`config.mk`:
```
export PLATFORM = sky130hd
export DESIGN_NAME = csq_sequencer
export DESIGN_NICKNAME = d
export VERILOG_FILES = /design/src/logic/csq_pkg.sv /design/src/logic/csq_down_counter.sv /design/src/logic/csq_sequencer.sv
export SDC_FILE = /design/constraint.sdc
export NUM_CORES = 1
export LEC_CHECK = 0
export BUFFER_PORTS_ARGS = -buffer_cell sky130_fd_sc_hd__buf_2
export CAP_MARGIN = 20
export CORE_MARGIN = 2
export CORE_UTILIZATION = 35
export CTS_CLUSTER_SIZE = 10
export DETAILED_ROUTE_END_ITERATION = 10
export SYNTH_ARGS = -nofsm -noshare
export SYNTH_HDL_FRONTEND = slang
export SYNTH_SLANG_ARGS = --single-unit
```
`constraint.sdc`:
```
create_clock -name CORE_CLK -period 7.4 [get_ports CORE_CLK]
set_clock_uncertainty 0.05 [all_clocks]
set_input_delay 1.85 -clock CORE_CLK [delete_from_list [all_inputs] [get_ports CORE_CLK]]
set_output_delay 1.85 -clock CORE_CLK [all_outputs]
set_load 0.005 [all_outputs]
```
`src/logic/csq_pkg.sv`:
```
// Constants, register map and types of the channel sequencer and conversion timer
package csq_pkg;
  // Channel set and counter widths
  localparam int NCH    = 4;
  localparam int CHW    = 2;
  localparam int CNT_W  = 20;
  localparam int FS_W   = 11;
  localparam int FILT_W = 4;
  localparam int SET_W  = 3;
  localparam int REP_W  = 8;

  // Register byte offsets on the APB
  localparam logic [7:0] OFF_CTRL     = 8'h00;
  localparam logic [7:0] OFF_STATUS   = 8'h04;
  localparam logic [3:0] OFF_CFG_PAGE = 4'h1;   // 0x10..0x1C, one word per channel

  // Channel configuration word layout
  localparam int CFG_FS_LSB   = 0;
  localparam int CFG_FILT_LSB = 12;
  localparam int CFG_SET_LSB  = 16;
  localparam int CFG_REP_LSB  = 20;
  localparam int CFG_EN_BIT   = 31;
  localparam logic [31:0] CFG_RESET = 32'h0000_0000;
  localparam int CTRL_RUN_BIT = 0;

  // Status word layout
  localparam int ST_CNT_LSB   = 0;
  localparam int ST_CH_LSB    = 16;
  localparam int ST_PH_LSB    = 18;
  localparam int ST_FIRST_BIT = 20;
  localparam int ST_DPP_BIT   = 21;

  // Filter type encodings
  localparam logic [3:0] FT_SINC4     = 4'h0;
  localparam logic [3:0] FT_SINC4_AVG = 4'h1;
  localparam logic [3:0] FT_SINC3     = 4'h2;
  localparam logic [3:0] FT_SINC3_R60 = 4'h3;
  localparam logic [3:0] FT_SINC3_AVG = 4'h4;
  localparam logic [3:0] FT_POST1     = 4'h5;
  localparam logic [3:0] FT_POST2     = 4'h6;
  localparam logic [3:0] FT_POST3     = 4'h7;
  localparam logic [3:0] FT_POST4     = 4'h8;

  // Timing in main-clock cycles
  localparam int SETTLE_BASE = 32;
  localparam int TCNV_MUL    = 32;
  localparam int AVG_LEN     = 8;
  localparam int ORD_SINC4   = 4;
  localparam int ORD_SINC3   = 3;
  localparam int TCNV_POST1  = 2944;
  localparam int TCNV_POST2  = 3200;
  localparam int TCNV_POST3  = 3968;
  localparam int TCNV_POST4  = 4736;
  localparam int DPP_SHORT   = 28;
  localparam int DPP_LONG    = 62;
  localparam int DPP_POST    = 69;
  localparam int FS_SHORT_MAX = 1;

  // Sequencer phases
  typedef enum logic [1:0] {PH_IDLE, PH_SETTLE, PH_CONV} csq_phase_t;
endpackage

```
`src/logic/csq_down_counter.sv`:
```
// Loadable down-counter that marks the last cycle of a programmed interval
`timescale 1ns/1ps
module csq_down_counter
  import csq_pkg::*;
#(
  parameter int W = CNT_W
) (
  // Clock and reset
  input  wire logic         clk,
  input  wire logic         rst_n,
  // Load port
  input  wire logic         load,
  input  wire logic [W-1:0] load_val,
  // State
  output logic              busy,
  output logic              done
);
  logic [W-1:0] cnt;
  logic [W-1:0] next_cnt;

  // Count down to zero after a load
  assign next_cnt = load ? load_val : (busy ? cnt - W'(1) : cnt);
  assign busy = (cnt != '0);
  assign done = (cnt == W'(1)); // Not gated by load, which the caller derives from done

  // Counter register
  always_ff @(posedge clk or negedge rst_n) begin
    if (!rst_n) begin
      cnt <= '0;
    end else begin
      cnt <= next_cnt;
    end
  end
endmodule

```
`src/logic/csq_sequencer.sv`:
```
// Channel sequencer and conversion timing controller with APB register access
// How it works
// - Several enabled channels are cycled in turn
// - Channels may repeat conversions or convert once
// - Repeat count zero gives one sample
// - Switch channel when conversion ends, not postprocessing
// - Channel change resets modulator, filter, switches mux
// - Settling never shorter than 32 cycles
// - Settling is 32 shifted left by code
// - Sinc4 first conversion lasts four periods
// - Sinc3 and reject option: three periods
// - Averaging and post filters: one period
// - Period is 32, 352 or 320 times select
// - Post filters use fixed periods 2944 to 4736
// - Averaging stage averages eight sinc outputs
// - First result: settle, ideal conversion, postprocess
// - Later results come one period apart
// - Postprocess 28 or 62 cycles by select, always 62 with averaging
// - Post filter postprocess is 69 cycles
`timescale 1ns/1ps
module csq_sequencer
  import csq_pkg::*;
(
  // Clock and reset
  input  wire logic           CORE_CLK,
  input  wire logic           RST_N,
  // APB slave
  input  wire logic           PSEL,
  input  wire logic           PENABLE,
  input  wire logic           PWRITE,
  input  wire logic [7:0]     PADDR,
  input  wire logic [31:0]    PWDATA,
  output logic      [31:0]    PRDATA,
  output logic                PREADY,
  output logic                PSLVERR,
  // Front end control
  output logic                MOD_RESET,
  output logic      [CHW-1:0] INPUT_CROSSPOINT_MUX,
  // Result events
  output logic                DATA_READY,
  output logic      [CHW-1:0] DATA_CH
);
  // Interval functions
  function automatic logic [CNT_W-1:0] tcnv_of(input logic [3:0] ft, input logic [FS_W-1:0] fs);
    int t;
    t = TCNV_MUL * int'(fs);
    unique case (ft)
      FT_SINC4_AVG: t = (ORD_SINC4 + AVG_LEN - 1) * TCNV_MUL * int'(fs);
      FT_SINC3_AVG: t = (ORD_SINC3 + AVG_LEN - 1) * TCNV_MUL * int'(fs);
      FT_POST1:     t = TCNV_POST1;
      FT_POST2:     t = TCNV_POST2;
      FT_POST3:     t = TCNV_POST3;
      FT_POST4:     t = TCNV_POST4;
      default:      t = TCNV_MUL * int'(fs);
    endcase
    if (t < 1) begin
      t = 1;
    end
    return CNT_W'(t);
  endfunction

  function automatic logic [CNT_W-1:0] ideal_of(input logic [3:0] ft, input logic [FS_W-1:0] fs);
    int t;
    t = int'(tcnv_of(ft, fs));
    if (ft == FT_SINC4) begin
      t = ORD_SINC4 * t;
    end else if (ft == FT_SINC3 || ft == FT_SINC3_R60) begin
      t = ORD_SINC3 * t;
    end
    return CNT_W'(t);
  endfunction

  function automatic logic [CNT_W-1:0] dpp_of(input logic [3:0] ft, input logic [FS_W-1:0] fs);
    int t;
    if (ft >= FT_POST1) begin
      t = DPP_POST;
    end else if (ft == FT_SINC4_AVG || ft == FT_SINC3_AVG || int'(fs) > FS_SHORT_MAX) begin
      t = DPP_LONG;
    end else begin
      t = DPP_SHORT;
    end
    return CNT_W'(t);
  endfunction

  function automatic logic [CHW-1:0] next_en(input logic [NCH-1:0] en, input logic [CHW-1:0] from);
    logic [CHW-1:0] pick;
    logic [CHW-1:0] idx;
    logic           found;
    pick  = from;
    found = 1'b0;
    for (int i = 1; i <= NCH; i++) begin
      idx = from + CHW'(i);
      if (!found && en[idx]) begin
        pick  = idx;
        found = 1'b1;
      end
    end
    return pick;
  endfunction

  // Registers and state
  logic [31:0]      cfg [NCH];
  logic             run;
  csq_phase_t       phase;
  logic [CHW-1:0]   cur_ch;
  logic [REP_W-1:0] rep_left;
  logic             first;
  logic [CHW-1:0]   dpp_ch;
  logic [15:0]      drdy_cnt;

  // Field views of the configuration words
  logic [NCH-1:0]   en_vec;
  logic [3:0]       ft_cur;
  logic [FS_W-1:0]  fs_cur;
  logic [3:0]       ft_tgt;
  logic [FS_W-1:0]  fs_tgt;
  logic [SET_W-1:0] set_tgt;
  logic [REP_W-1:0] rep_tgt;

  for (genvar g = 0; g < NCH; g++) begin : g_en
    assign en_vec[g] = cfg[g][CFG_EN_BIT];
  end

  // Sequencing events
  logic             any_en;
  logic [CHW-1:0]   nxt_ch;
  logic [CHW-1:0]   tgt_ch;
  logic             main_done;
  logic             main_busy;
  logic             main_load;
  logic [CNT_W-1:0] main_val;
  logic             dpp_done;
  logic             dpp_busy;
  logic             idle_go;
  logic             settle_done;
  logic             conv_done;
  logic             more_rep;
  logic             stay;
  logic             chan_switch;
  logic             chan_start;
  logic             stop;
  logic [CNT_W-1:0] settle_len;

  assign any_en      = |en_vec;
  assign nxt_ch      = next_en(en_vec, cur_ch);
  assign idle_go     = (phase == PH_IDLE) && run && any_en;
  assign settle_done = (phase == PH_SETTLE) && main_done;
  assign conv_done   = (phase == PH_CONV) && main_done;
  assign more_rep    = (rep_left != '0);
  assign stay        = conv_done && run && en_vec[cur_ch] && (more_rep || nxt_ch == cur_ch);
  assign chan_switch = conv_done && run && any_en && !stay;
  assign chan_start  = idle_go || chan_switch;
  assign stop        = conv_done && !stay && !chan_switch;
  assign tgt_ch      = idle_go ? next_en(en_vec, CHW'(NCH - 1)) : nxt_ch;

  assign ft_cur  = cfg[cur_ch][CFG_FILT_LSB +: FILT_W];
  assign fs_cur  = cfg[cur_ch][CFG_FS_LSB +: FS_W];
  assign ft_tgt  = cfg[tgt_ch][CFG_FILT_LSB +: FILT_W];
  assign fs_tgt  = cfg[tgt_ch][CFG_FS_LSB +: FS_W];
  assign set_tgt = cfg[tgt_ch][CFG_SET_LSB +: SET_W];
  assign rep_tgt = cfg[tgt_ch][CFG_REP_LSB +: REP_W];

  // Settling interval of the channel being entered
  assign settle_len = CNT_W'(SETTLE_BASE) << set_tgt;

  // Main interval: settle, then ideal first conversion, then settled periods
  assign main_load = chan_start || settle_done || stay;
  assign main_val  = chan_start ? settle_len : (settle_done ? ideal_of(ft_cur, fs_cur) : tcnv_of(ft_cur, fs_cur));

  csq_down_counter #(.W(CNT_W)) u_main (
    .clk      (CORE_CLK),
    .rst_n    (RST_N),
    .load     (main_load),
    .load_val (main_val),
    .busy     (main_busy),
    .done     (main_done)
  );

  // Postprocessing runs after every conversion, overlapping the next settle or repeat conversion
  csq_down_counter #(.W(CNT_W)) u_dpp (
    .clk      (CORE_CLK),
    .rst_n    (RST_N),
    .load     (conv_done),
    .load_val (dpp_of(ft_cur, fs_cur)),
    .busy     (dpp_busy),
    .done     (dpp_done)
  );

  // Sequencer state
  always_ff @(posedge CORE_CLK or negedge RST_N) begin
    if (!RST_N) begin
      phase    <= PH_IDLE;
      cur_ch   <= '0;
      rep_left <= '0;
      first    <= 1'b0;
    end else begin
      if (chan_start) begin
        phase    <= PH_SETTLE;
        cur_ch   <= tgt_ch;
        rep_left <= rep_tgt;
      end else if (settle_done) begin
        phase <= PH_CONV;
        first <= 1'b1;
      end else if (stop) begin
        phase <= PH_IDLE;
      end
      if (stay && more_rep) begin
        rep_left <= rep_left - REP_W'(1);
      end
      if (conv_done) begin
        first <= 1'b0;
      end
    end
  end

  // Front end and result outputs
  always_ff @(posedge CORE_CLK or negedge RST_N) begin
    if (!RST_N) begin
      MOD_RESET            <= 1'b0;
      INPUT_CROSSPOINT_MUX <= '0;
      DATA_READY           <= 1'b0;
      DATA_CH              <= '0;
      dpp_ch               <= '0;
      drdy_cnt             <= '0;
    end else begin
      MOD_RESET  <= chan_start;
      DATA_READY <= dpp_done;
      if (chan_start) begin
        INPUT_CROSSPOINT_MUX <= tgt_ch;
      end
      if (conv_done) begin
        dpp_ch <= cur_ch;
      end
      if (dpp_done) begin
        DATA_CH  <= dpp_ch;
        drdy_cnt <= drdy_cnt + 16'h0001;
      end
    end
  end

  // APB decode
  logic        acc;
  logic        setup;
  logic        hit_ctrl;
  logic        hit_stat;
  logic        hit_cfg;
  logic        hit;
  logic [CHW-1:0] cfg_idx;
  logic [31:0] status_word;
  logic [31:0] rd_mux;

  assign acc      = PSEL && PENABLE;
  assign setup    = PSEL && !PENABLE;
  assign hit_ctrl = (PADDR == OFF_CTRL);
  assign hit_stat = (PADDR == OFF_STATUS);
  assign hit_cfg  = (PADDR[7:4] == OFF_CFG_PAGE) && (PADDR[1:0] == 2'b00);
  assign hit      = hit_ctrl || hit_stat || hit_cfg;
  assign cfg_idx  = PADDR[3:2];
  assign PREADY   = 1'b1;
  assign PSLVERR  = acc && !hit;

  assign status_word = (32'(drdy_cnt) << ST_CNT_LSB) | (32'(cur_ch) << ST_CH_LSB)
                     | (32'(phase) << ST_PH_LSB) | (32'(first) << ST_FIRST_BIT)
                     | (32'(dpp_busy) << ST_DPP_BIT);
  assign rd_mux = hit_ctrl ? (32'(run) << CTRL_RUN_BIT) :
                  hit_stat ? status_word :
                  hit_cfg  ? cfg[cfg_idx] : 32'h0000_0000;

  // Register writes in the access cycle, read data capture in the setup cycle
  always_ff @(posedge CORE_CLK or negedge RST_N) begin
    if (!RST_N) begin
      run    <= 1'b0;
      PRDATA <= 32'h0000_0000;
      for (int i = 0; i < NCH; i++) begin
        cfg[i] <= CFG_RESET;
      end
    end else begin
      if (setup) begin
        PRDATA <= rd_mux;
      end
      if (acc && PWRITE && hit_ctrl) begin
        run <= PWDATA[CTRL_RUN_BIT];
      end
      if (acc && PWRITE && hit_cfg) begin
        cfg[cfg_idx] <= PWDATA;
      end
    end
  end

  // Checking helpers: cycles since the last interval load
  logic [CNT_W-1:0] main_age;
  logic [CNT_W-1:0] dpp_age;
  logic [3:0]       dpp_ft;
  logic [FS_W-1:0]  dpp_fs;
  logic [SET_W-1:0] set_cur; // Settle code latched at channel start, immune to later writes

  always_ff @(posedge CORE_CLK or negedge RST_N) begin
    if (!RST_N) begin
      main_age <= '0;
      dpp_age  <= '0;
      dpp_ft   <= '0;
      dpp_fs   <= '0;
      set_cur  <= '0;
    end else begin
      main_age <= main_load ? CNT_W'(1) : main_age + CNT_W'(1);
      dpp_age  <= conv_done ? CNT_W'(1) : dpp_age + CNT_W'(1);
      if (conv_done) begin
        dpp_ft <= ft_cur;
        dpp_fs <= fs_cur;
      end
      if (chan_start) begin
        set_cur <= set_tgt;
      end
    end
  end

  // Assertions
  AST_SETTLE_MIN: assert property (@(posedge CORE_CLK) disable iff (!RST_N)
    settle_done |-> main_age >= CNT_W'(SETTLE_BASE)) else $error("settle shorter than minimum");
  AST_SETTLE_LEN: assert property (@(posedge CORE_CLK) disable iff (!RST_N)
    settle_done |-> main_age == (CNT_W'(SETTLE_BASE) << set_cur)) else $error("settle length wrong");
  AST_IDEAL_SINC4: assert property (@(posedge CORE_CLK) disable iff (!RST_N)
    conv_done && first && ft_cur == FT_SINC4 |-> main_age == CNT_W'(ORD_SINC4 * TCNV_MUL * int'(fs_cur)))
    else $error("sinc4 first conversion wrong");
  AST_IDEAL_SINC3: assert property (@(posedge CORE_CLK) disable iff (!RST_N)
    conv_done && first && (ft_cur == FT_SINC3 || ft_cur == FT_SINC3_R60)
      |-> main_age == CNT_W'(ORD_SINC3 * TCNV_MUL * int'(fs_cur)))
    else $error("sinc3 first conversion wrong");
  AST_IDEAL_AVG: assert property (@(posedge CORE_CLK) disable iff (!RST_N)
    conv_done && first && ft_cur == FT_SINC3_AVG
      |-> main_age == CNT_W'((ORD_SINC3 + AVG_LEN - 1) * TCNV_MUL * int'(fs_cur)))
    else $error("averaging first conversion wrong");
  AST_TCNV_AVG4: assert property (@(posedge CORE_CLK) disable iff (!RST_N)
    conv_done && !first && ft_cur == FT_SINC4_AVG
      |-> main_age == CNT_W'((ORD_SINC4 + AVG_LEN - 1) * TCNV_MUL * int'(fs_cur)))
    else $error("settled period wrong");
  AST_TCNV_POST: assert property (@(posedge CORE_CLK) disable iff (!RST_N)
    conv_done && ft_cur == FT_POST4 |-> main_age == CNT_W'(TCNV_POST4)) else $error("post period wrong");
  AST_DPP_SHORT: assert property (@(posedge CORE_CLK) disable iff (!RST_N)
    dpp_done && (dpp_ft == FT_SINC4 || dpp_ft == FT_SINC3 || dpp_ft == FT_SINC3_R60)
      && dpp_fs <= FS_W'(FS_SHORT_MAX) |-> dpp_age == CNT_W'(DPP_SHORT))
    else $error("short postprocess wrong");
  AST_DPP_POST: assert property (@(posedge CORE_CLK) disable iff (!RST_N)
    dpp_done && dpp_ft >= FT_POST1 |-> dpp_age == CNT_W'(DPP_POST)) else $error("post postprocess wrong");
  AST_SWITCH: assert property (@(posedge CORE_CLK) disable iff (!RST_N)
    conv_done && run && rep_left == '0 && nxt_ch != cur_ch |=> MOD_RESET && phase == PH_SETTLE
      && INPUT_CROSSPOINT_MUX == cur_ch) else $error("channel not switched");
  AST_DPP_OVERLAP: assert property (@(posedge CORE_CLK) disable iff (!RST_N)
    chan_switch |=> dpp_busy && phase == PH_SETTLE) else $error("switch waited on postprocess");
  AST_REPEAT: assert property (@(posedge CORE_CLK) disable iff (!RST_N)
    conv_done && run && en_vec[cur_ch] && rep_left != '0 |=> phase == PH_CONV && !first && !MOD_RESET)
    else $error("repeat conversion lost");
  AST_DRDY: assert property (@(posedge CORE_CLK) disable iff (!RST_N)
    dpp_done |=> DATA_READY && DATA_CH == $past(dpp_ch)) else $error("data ready missing");

  // Covers
  COV_REPEAT: cover property (@(posedge CORE_CLK) disable iff (!RST_N) stay && more_rep);
  COV_SWITCH: cover property (@(posedge CORE_CLK) disable iff (!RST_N) chan_switch && dpp_busy);
  COV_POST:   cover property (@(posedge CORE_CLK) disable iff (!RST_N) dpp_done && dpp_ft >= FT_POST1);
  COV_STOP:   cover property (@(posedge CORE_CLK) disable iff (!RST_N) stop);
endmodule

```
* After elaboration in Yosys (flattened, before gate mapping)
Index checks and enable logic that the tools add are counted.
Cells by class: $lt $le $gt $ge 11, $mul 3, mux-type cells 58, bitwise gates (word level) 7, add/sub/neg operators 7, equal/unequal tests 16, shifts and indexed selects 1, reduce and logical (&&, ||, !) cells 59
Operators by type and width (number):
- $bmux 32 s2 | 3
- $mux 32 | 6
- $mux 20 | 9
- $bwmux 128 | 1
- $pmux 20 s6 | 1
- $demux 32 s2 | 1
- $mux 28 | 2
- $eq 20x1->1 const B | 2
- $reduce_bool 20->1 | 2
- $sub 20x1->20 const B | 2
- $lt 32x2->1 const B | 1
- $mux 16 | 2
- $logic_and 1x1->1 | 26
- $mux 2 | 12
- $or 21x22->22 | 1
- $or 20x21->21 | 1
- $mul 2x20->20 const A | 1
- $or 18x20->20 | 1
- $shl 6x3->20 const A | 1
- $or 16x18->18 | 1
- $add 16x1->16 const B | 1
- $eq 4x3->1 const B | 4
- $mux 8 | 2
- $mul 4x11->15 const A | 1
- 32 further kinds | 78
Word-level totals: register bits after elaboration 236, word-level logic and storage cells 179

* Longest topological paths before layout
depth in word-level cells 23, mapped depth 25

* Hierarchy
From an unflattened synthesis, not the netlist that was laid out.
Unflattened totals: cells, all modules 1352, area total of the unflattened synthesis 14611.5 um2
By module, submodules not included:
- csq_sequencer | cells an instance 1102, area each 12111.6 um2, instances 1
- csq_down_counter | cells an instance 125, area each 1249.9 um2, instances 2

* Worst setup path before layout
OpenSTA, ideal clock, no wires.
kind register -> register, from register, netlist name INPUT_CROSSPOINT_MUX[1], to register u_main.cnt[18], clock period less this slack 5.677 ns, data arrival time 5.498 ns, data required time 7.221 ns, stages on the path, launching flop included 26, setup slack 1.723 ns, cells stage by stage dfrtp_1 buf_2 buf_1 buf_1 mux4_2 ha_1 inv_1 fa_1 inv_1 ha_1 a21o_1 nand2_1 or4b_2 a21oi_1 a21oi_1 inv_1 ha_1 a21o_1 a21oi_1 a21boi_0 o22ai_1 a31oi_1 a31o_2 a31oi_1 xor2_1 o21ai_0
RTL lines:
- to (signal assigned) | RTL line csq_down_counter.sv:31 | cnt <= next_cnt;
- to (decl) | RTL line csq_down_counter.sv:18 | logic [W-1:0] cnt;

==> results_dict.tcl <==
set metrics [dict create \
    power_mw 3.42 \
    io_buffer_count 83 \
    postCtsSetupBuffers 0 \
    synth_top_cell_by_area "dfrtp_1" \
    fin_crit_ps 6090 \
    r2r_slack_ps 1310 \
    num_rows 74 \
    overflow 0 \
    synth-edff-count 0 \
    syn_avg_cell_area_um2 10.7 \
    via_per_inst 5.53 \
    hold_depth 2 \
    min_path_type "flip-flop to flip-flop" \
    die_x_um 206 \
    fin_cells 1944 \
    ant_nets 0 \
    io_pins 85 \
    hold_start "PRDATA[7]$_DFFE_PN0P_" \
    r2r-end "u_main.cnt[18]$_DFFE_PN0P_" \
    max_slew.worst_pin.slew_ps 1120 \
    ctsResizeCount 0 \
    clk_path_buf_depth 3 \
    reg2reg_depth 22 \
    synthArstFlopShare_pct 100 \
    cts_buffers 28 \
    crit_type "flip-flop to flip-flop" \
    num-fill-cells 3958 \
    fp.dieH_um 206 \
    fmax_mhz 164 \
    synth_ff_type "dfrtp_1" \
    cts_hold_buf 0 \
    finalMaxSlewViolations 0 \
    layout-drive-gt1-share_pct 25.3 \
    netlist.area_leader.share_pct 41.3 \
    syn_area_um2 14300 \
    end_kind "flip-flop" \
    area_growth_pct 12.5 \
    relSlewSlack_pct 25.2 \
    htree_num_levels 1 \
    tns_ps 0 \
    rsz0062_at_grt "no" \
    grt_pass1_vias 10700 \
    min_to "PRDATA[7]$_DFFE_PN0P_" \
    drt_first_pass_iters 5 \
    yosysWarnings 0 \
    core_um2 40600 \
    final-setup-viol-count 0 \
    hold_violations 0 \
    final_common_cell "dfrtp_1" \
    cts.sinks 236 \
    final_cell_mix "dfrtp_1, mux2_2, nand2_1" \
    grt_usage_pct 17.7 \
    ys_ff_latch 236 \
    antenna_found_initial 3 \
    p_leak_nw 7.62 \
    synth_area_leaders "dfrtp_1, mux2_2, mux4_2" \
    wl_per_cell_um 19.0 \
    diodes 0 \
    synthCells 1338 \
    vias 10800 \
    wl_mm 37.0 \
    maxCapViolCount 0 \
    post-route-period-util_pct 82.3 \
    power_density_nw_per_um2 213 \
    yosysUniqueCellTypes 79 \
    yosysSeqAreaShare_pct 41.3 \
    cts_tree "done" \
    dpl.cell_count 1906 \
    nNetsFinal 1515 \
    start_kind "flip-flop" \
    start_util_pct 35.3 \
    fin_util_pct 39.7 \
    critPathRequiredTime_ps 7780 \
    place_area_um2 15300 \
    drc_errors 0 \
    cp_max_fo 16 \
    status "completed" \
    grt_max_degree 150 \
    clkTransAtPathRegs_ps 60 \
    clkLatencyLatePin_ps 550 \
    vdd_drop_max_mv 0.162 \
    syn-num-nets 1448 \
    design_area_um2 16100 \
    dieArea_um2 42500 \
    arrival_ps 6470 \
    grt_pass1_wl_mm 59.6 \
    hpwl_mm 25.5 \
    gp_congestion 0.898 \
    cts_root_buffer "clkbuf_16" \
    r2r-start "INPUT_CROSSPOINT_MUX[0]$_DFFE_PN0N_" \
    drt_iter0_markers 681 \
]
## flip-flops by register name, indices dropped and copies added (netlist names)
register / cells
phase: 2
DATA_CH: 2
DATA_READY: 1
cfg: 128
u_main.cnt: 20
dpp_ch: 2
run: 1
PRDATA: 32
INPUT_CROSSPOINT_MUX: 2
first: 1
MOD_RESET: 1
u_dpp.cnt: 20
rep_left: 8
drdy_cnt: 16
## cells in the mapped netlist, drive strengths merged, types with 7 or more instances
cell type / instances
or2: 7
inv: 39
a22oi: 24
ha: 55
and2: 8
a21oi: 86
nor4: 17
nor2: 112
nor3: 27
nand3: 17
nand2b: 13
mux4: 53
or3: 8
clkbuf: 45
dfrtp: 236
a221oi: 7
xnor2: 45
mux2i: 7
and3: 12
o21ai: 80
nor2b: 11
buf: 18
a21o: 21
xor2: 26
mux2: 140
o21a: 8
nand2: 121
fa: 10
## layout make-up
class | count | area (um^2) | area share, %
inverter | 40 | 155 | 0.964
clock buffer | 35 | 767 | 4.76
timing repair buffer | 100 | 578 | 3.59
tap | 532 | 666 | 4.13
sequential | 236 | 5910 | 36.7
multi-input combinational | 999 | 8010 | 49.7
clock inverter | 2 | 21.3 | 0.132
## worst max-delay path by stage
stage,depth (start not counted),start,to
3_5_place_dp,22,INPUT_CROSSPOINT_MUX[0]$_DFFE_PN0N_,u_main.cnt[18]$_DFFE_PN0P_
3_3_place_gp,22,INPUT_CROSSPOINT_MUX[0]$_DFFE_PN0N_,u_main.cnt[18]$_DFFE_PN0P_
6_report,22,INPUT_CROSSPOINT_MUX[0]$_DFFE_PN0N_,u_main.cnt[18]$_DFFE_PN0P_
2_1_floorplan,25,INPUT_CROSSPOINT_MUX[1]$_DFFE_PN0N_,u_main.cnt[18]$_DFFE_PN0P_
5_1_grt,21,INPUT_CROSSPOINT_MUX[0]$_DFFE_PN0N_,u_main.cnt[18]$_DFFE_PN0P_
4_1_cts,22,INPUT_CROSSPOINT_MUX[0]$_DFFE_PN0N_,u_main.cnt[18]$_DFFE_PN0P_
## where the power goes
part           leakage [nW]  total (mW)  internal [mW]  switching, mW
combinational          4.01       0.635          0.290          0.346
sequential             3.22        1.56           1.42          0.139
clock                 0.388        1.23          0.714          0.515
## worst max-delay path, cell delays in order, from the launching register on
cell,delay [ps]
dfrtp_1,780
buf_4,380
mux4_2,620
ha_1,330
ha_1,330
ha_1,330
a21o_1,160
a21o_1,200
nand2_1,90
or4b_2,580
a21oi_1,200
a21oi_1,100
inv_1,100
ha_1,280
a21o_1,190
a21oi_1,200
a21boi_0,120
o22ai_1,130
a31oi_1,90
a31o_2,300
a31oi_1,190
xor2_1,150
o21ai_0,80
## through the flow
stage / hold WS [ps] / setup slack (ps)
2_1_floorplan: 383 / 1720
3_3_place_gp: 408 / 1340
3_5_place_dp: 416 / 1320
4_1_cts: 428 / 1310
5_1_grt: 452 / 772
6_report: 424 / 1310
## metal layers
| metal | wire, um | up-vias | GRT usage [%] | part of all wire, % |
|---|---|---|---|---|
| li1 | - | 5016 | - | - |
| met1 | 17300 | 5415 | 25.6 | 47 |
| met2 | 17400 | 260 | 28.4 | 47 |
| met3 | 1720 | 56 | 2.14 | 4.6 |
| met4 | 665 | 4 | 4.13 | 1.8 |
| met5 | 24 | - | 0 | 0.065 |
## logic make-up after synthesis
| logic type | count (synthesis) | share of synthesized area (%) |
|---|---|---|
| AOI/OAI and AO/OA | 280 | 12.4 |
| xor gates and xnor gates | 71 | 4.35 |
| adders and majority gates | 66 | 6.28 |
| buffers and inverters | 103 | 2.94 |
| DFF | 236 | 41.3 |
| muxes | 200 | 19.9 |
| other | 1 | 0.0262 |
| and+or+nand+nor | 381 | 12.8 |
Note: power is estimated with default switching activity, not from simulation.
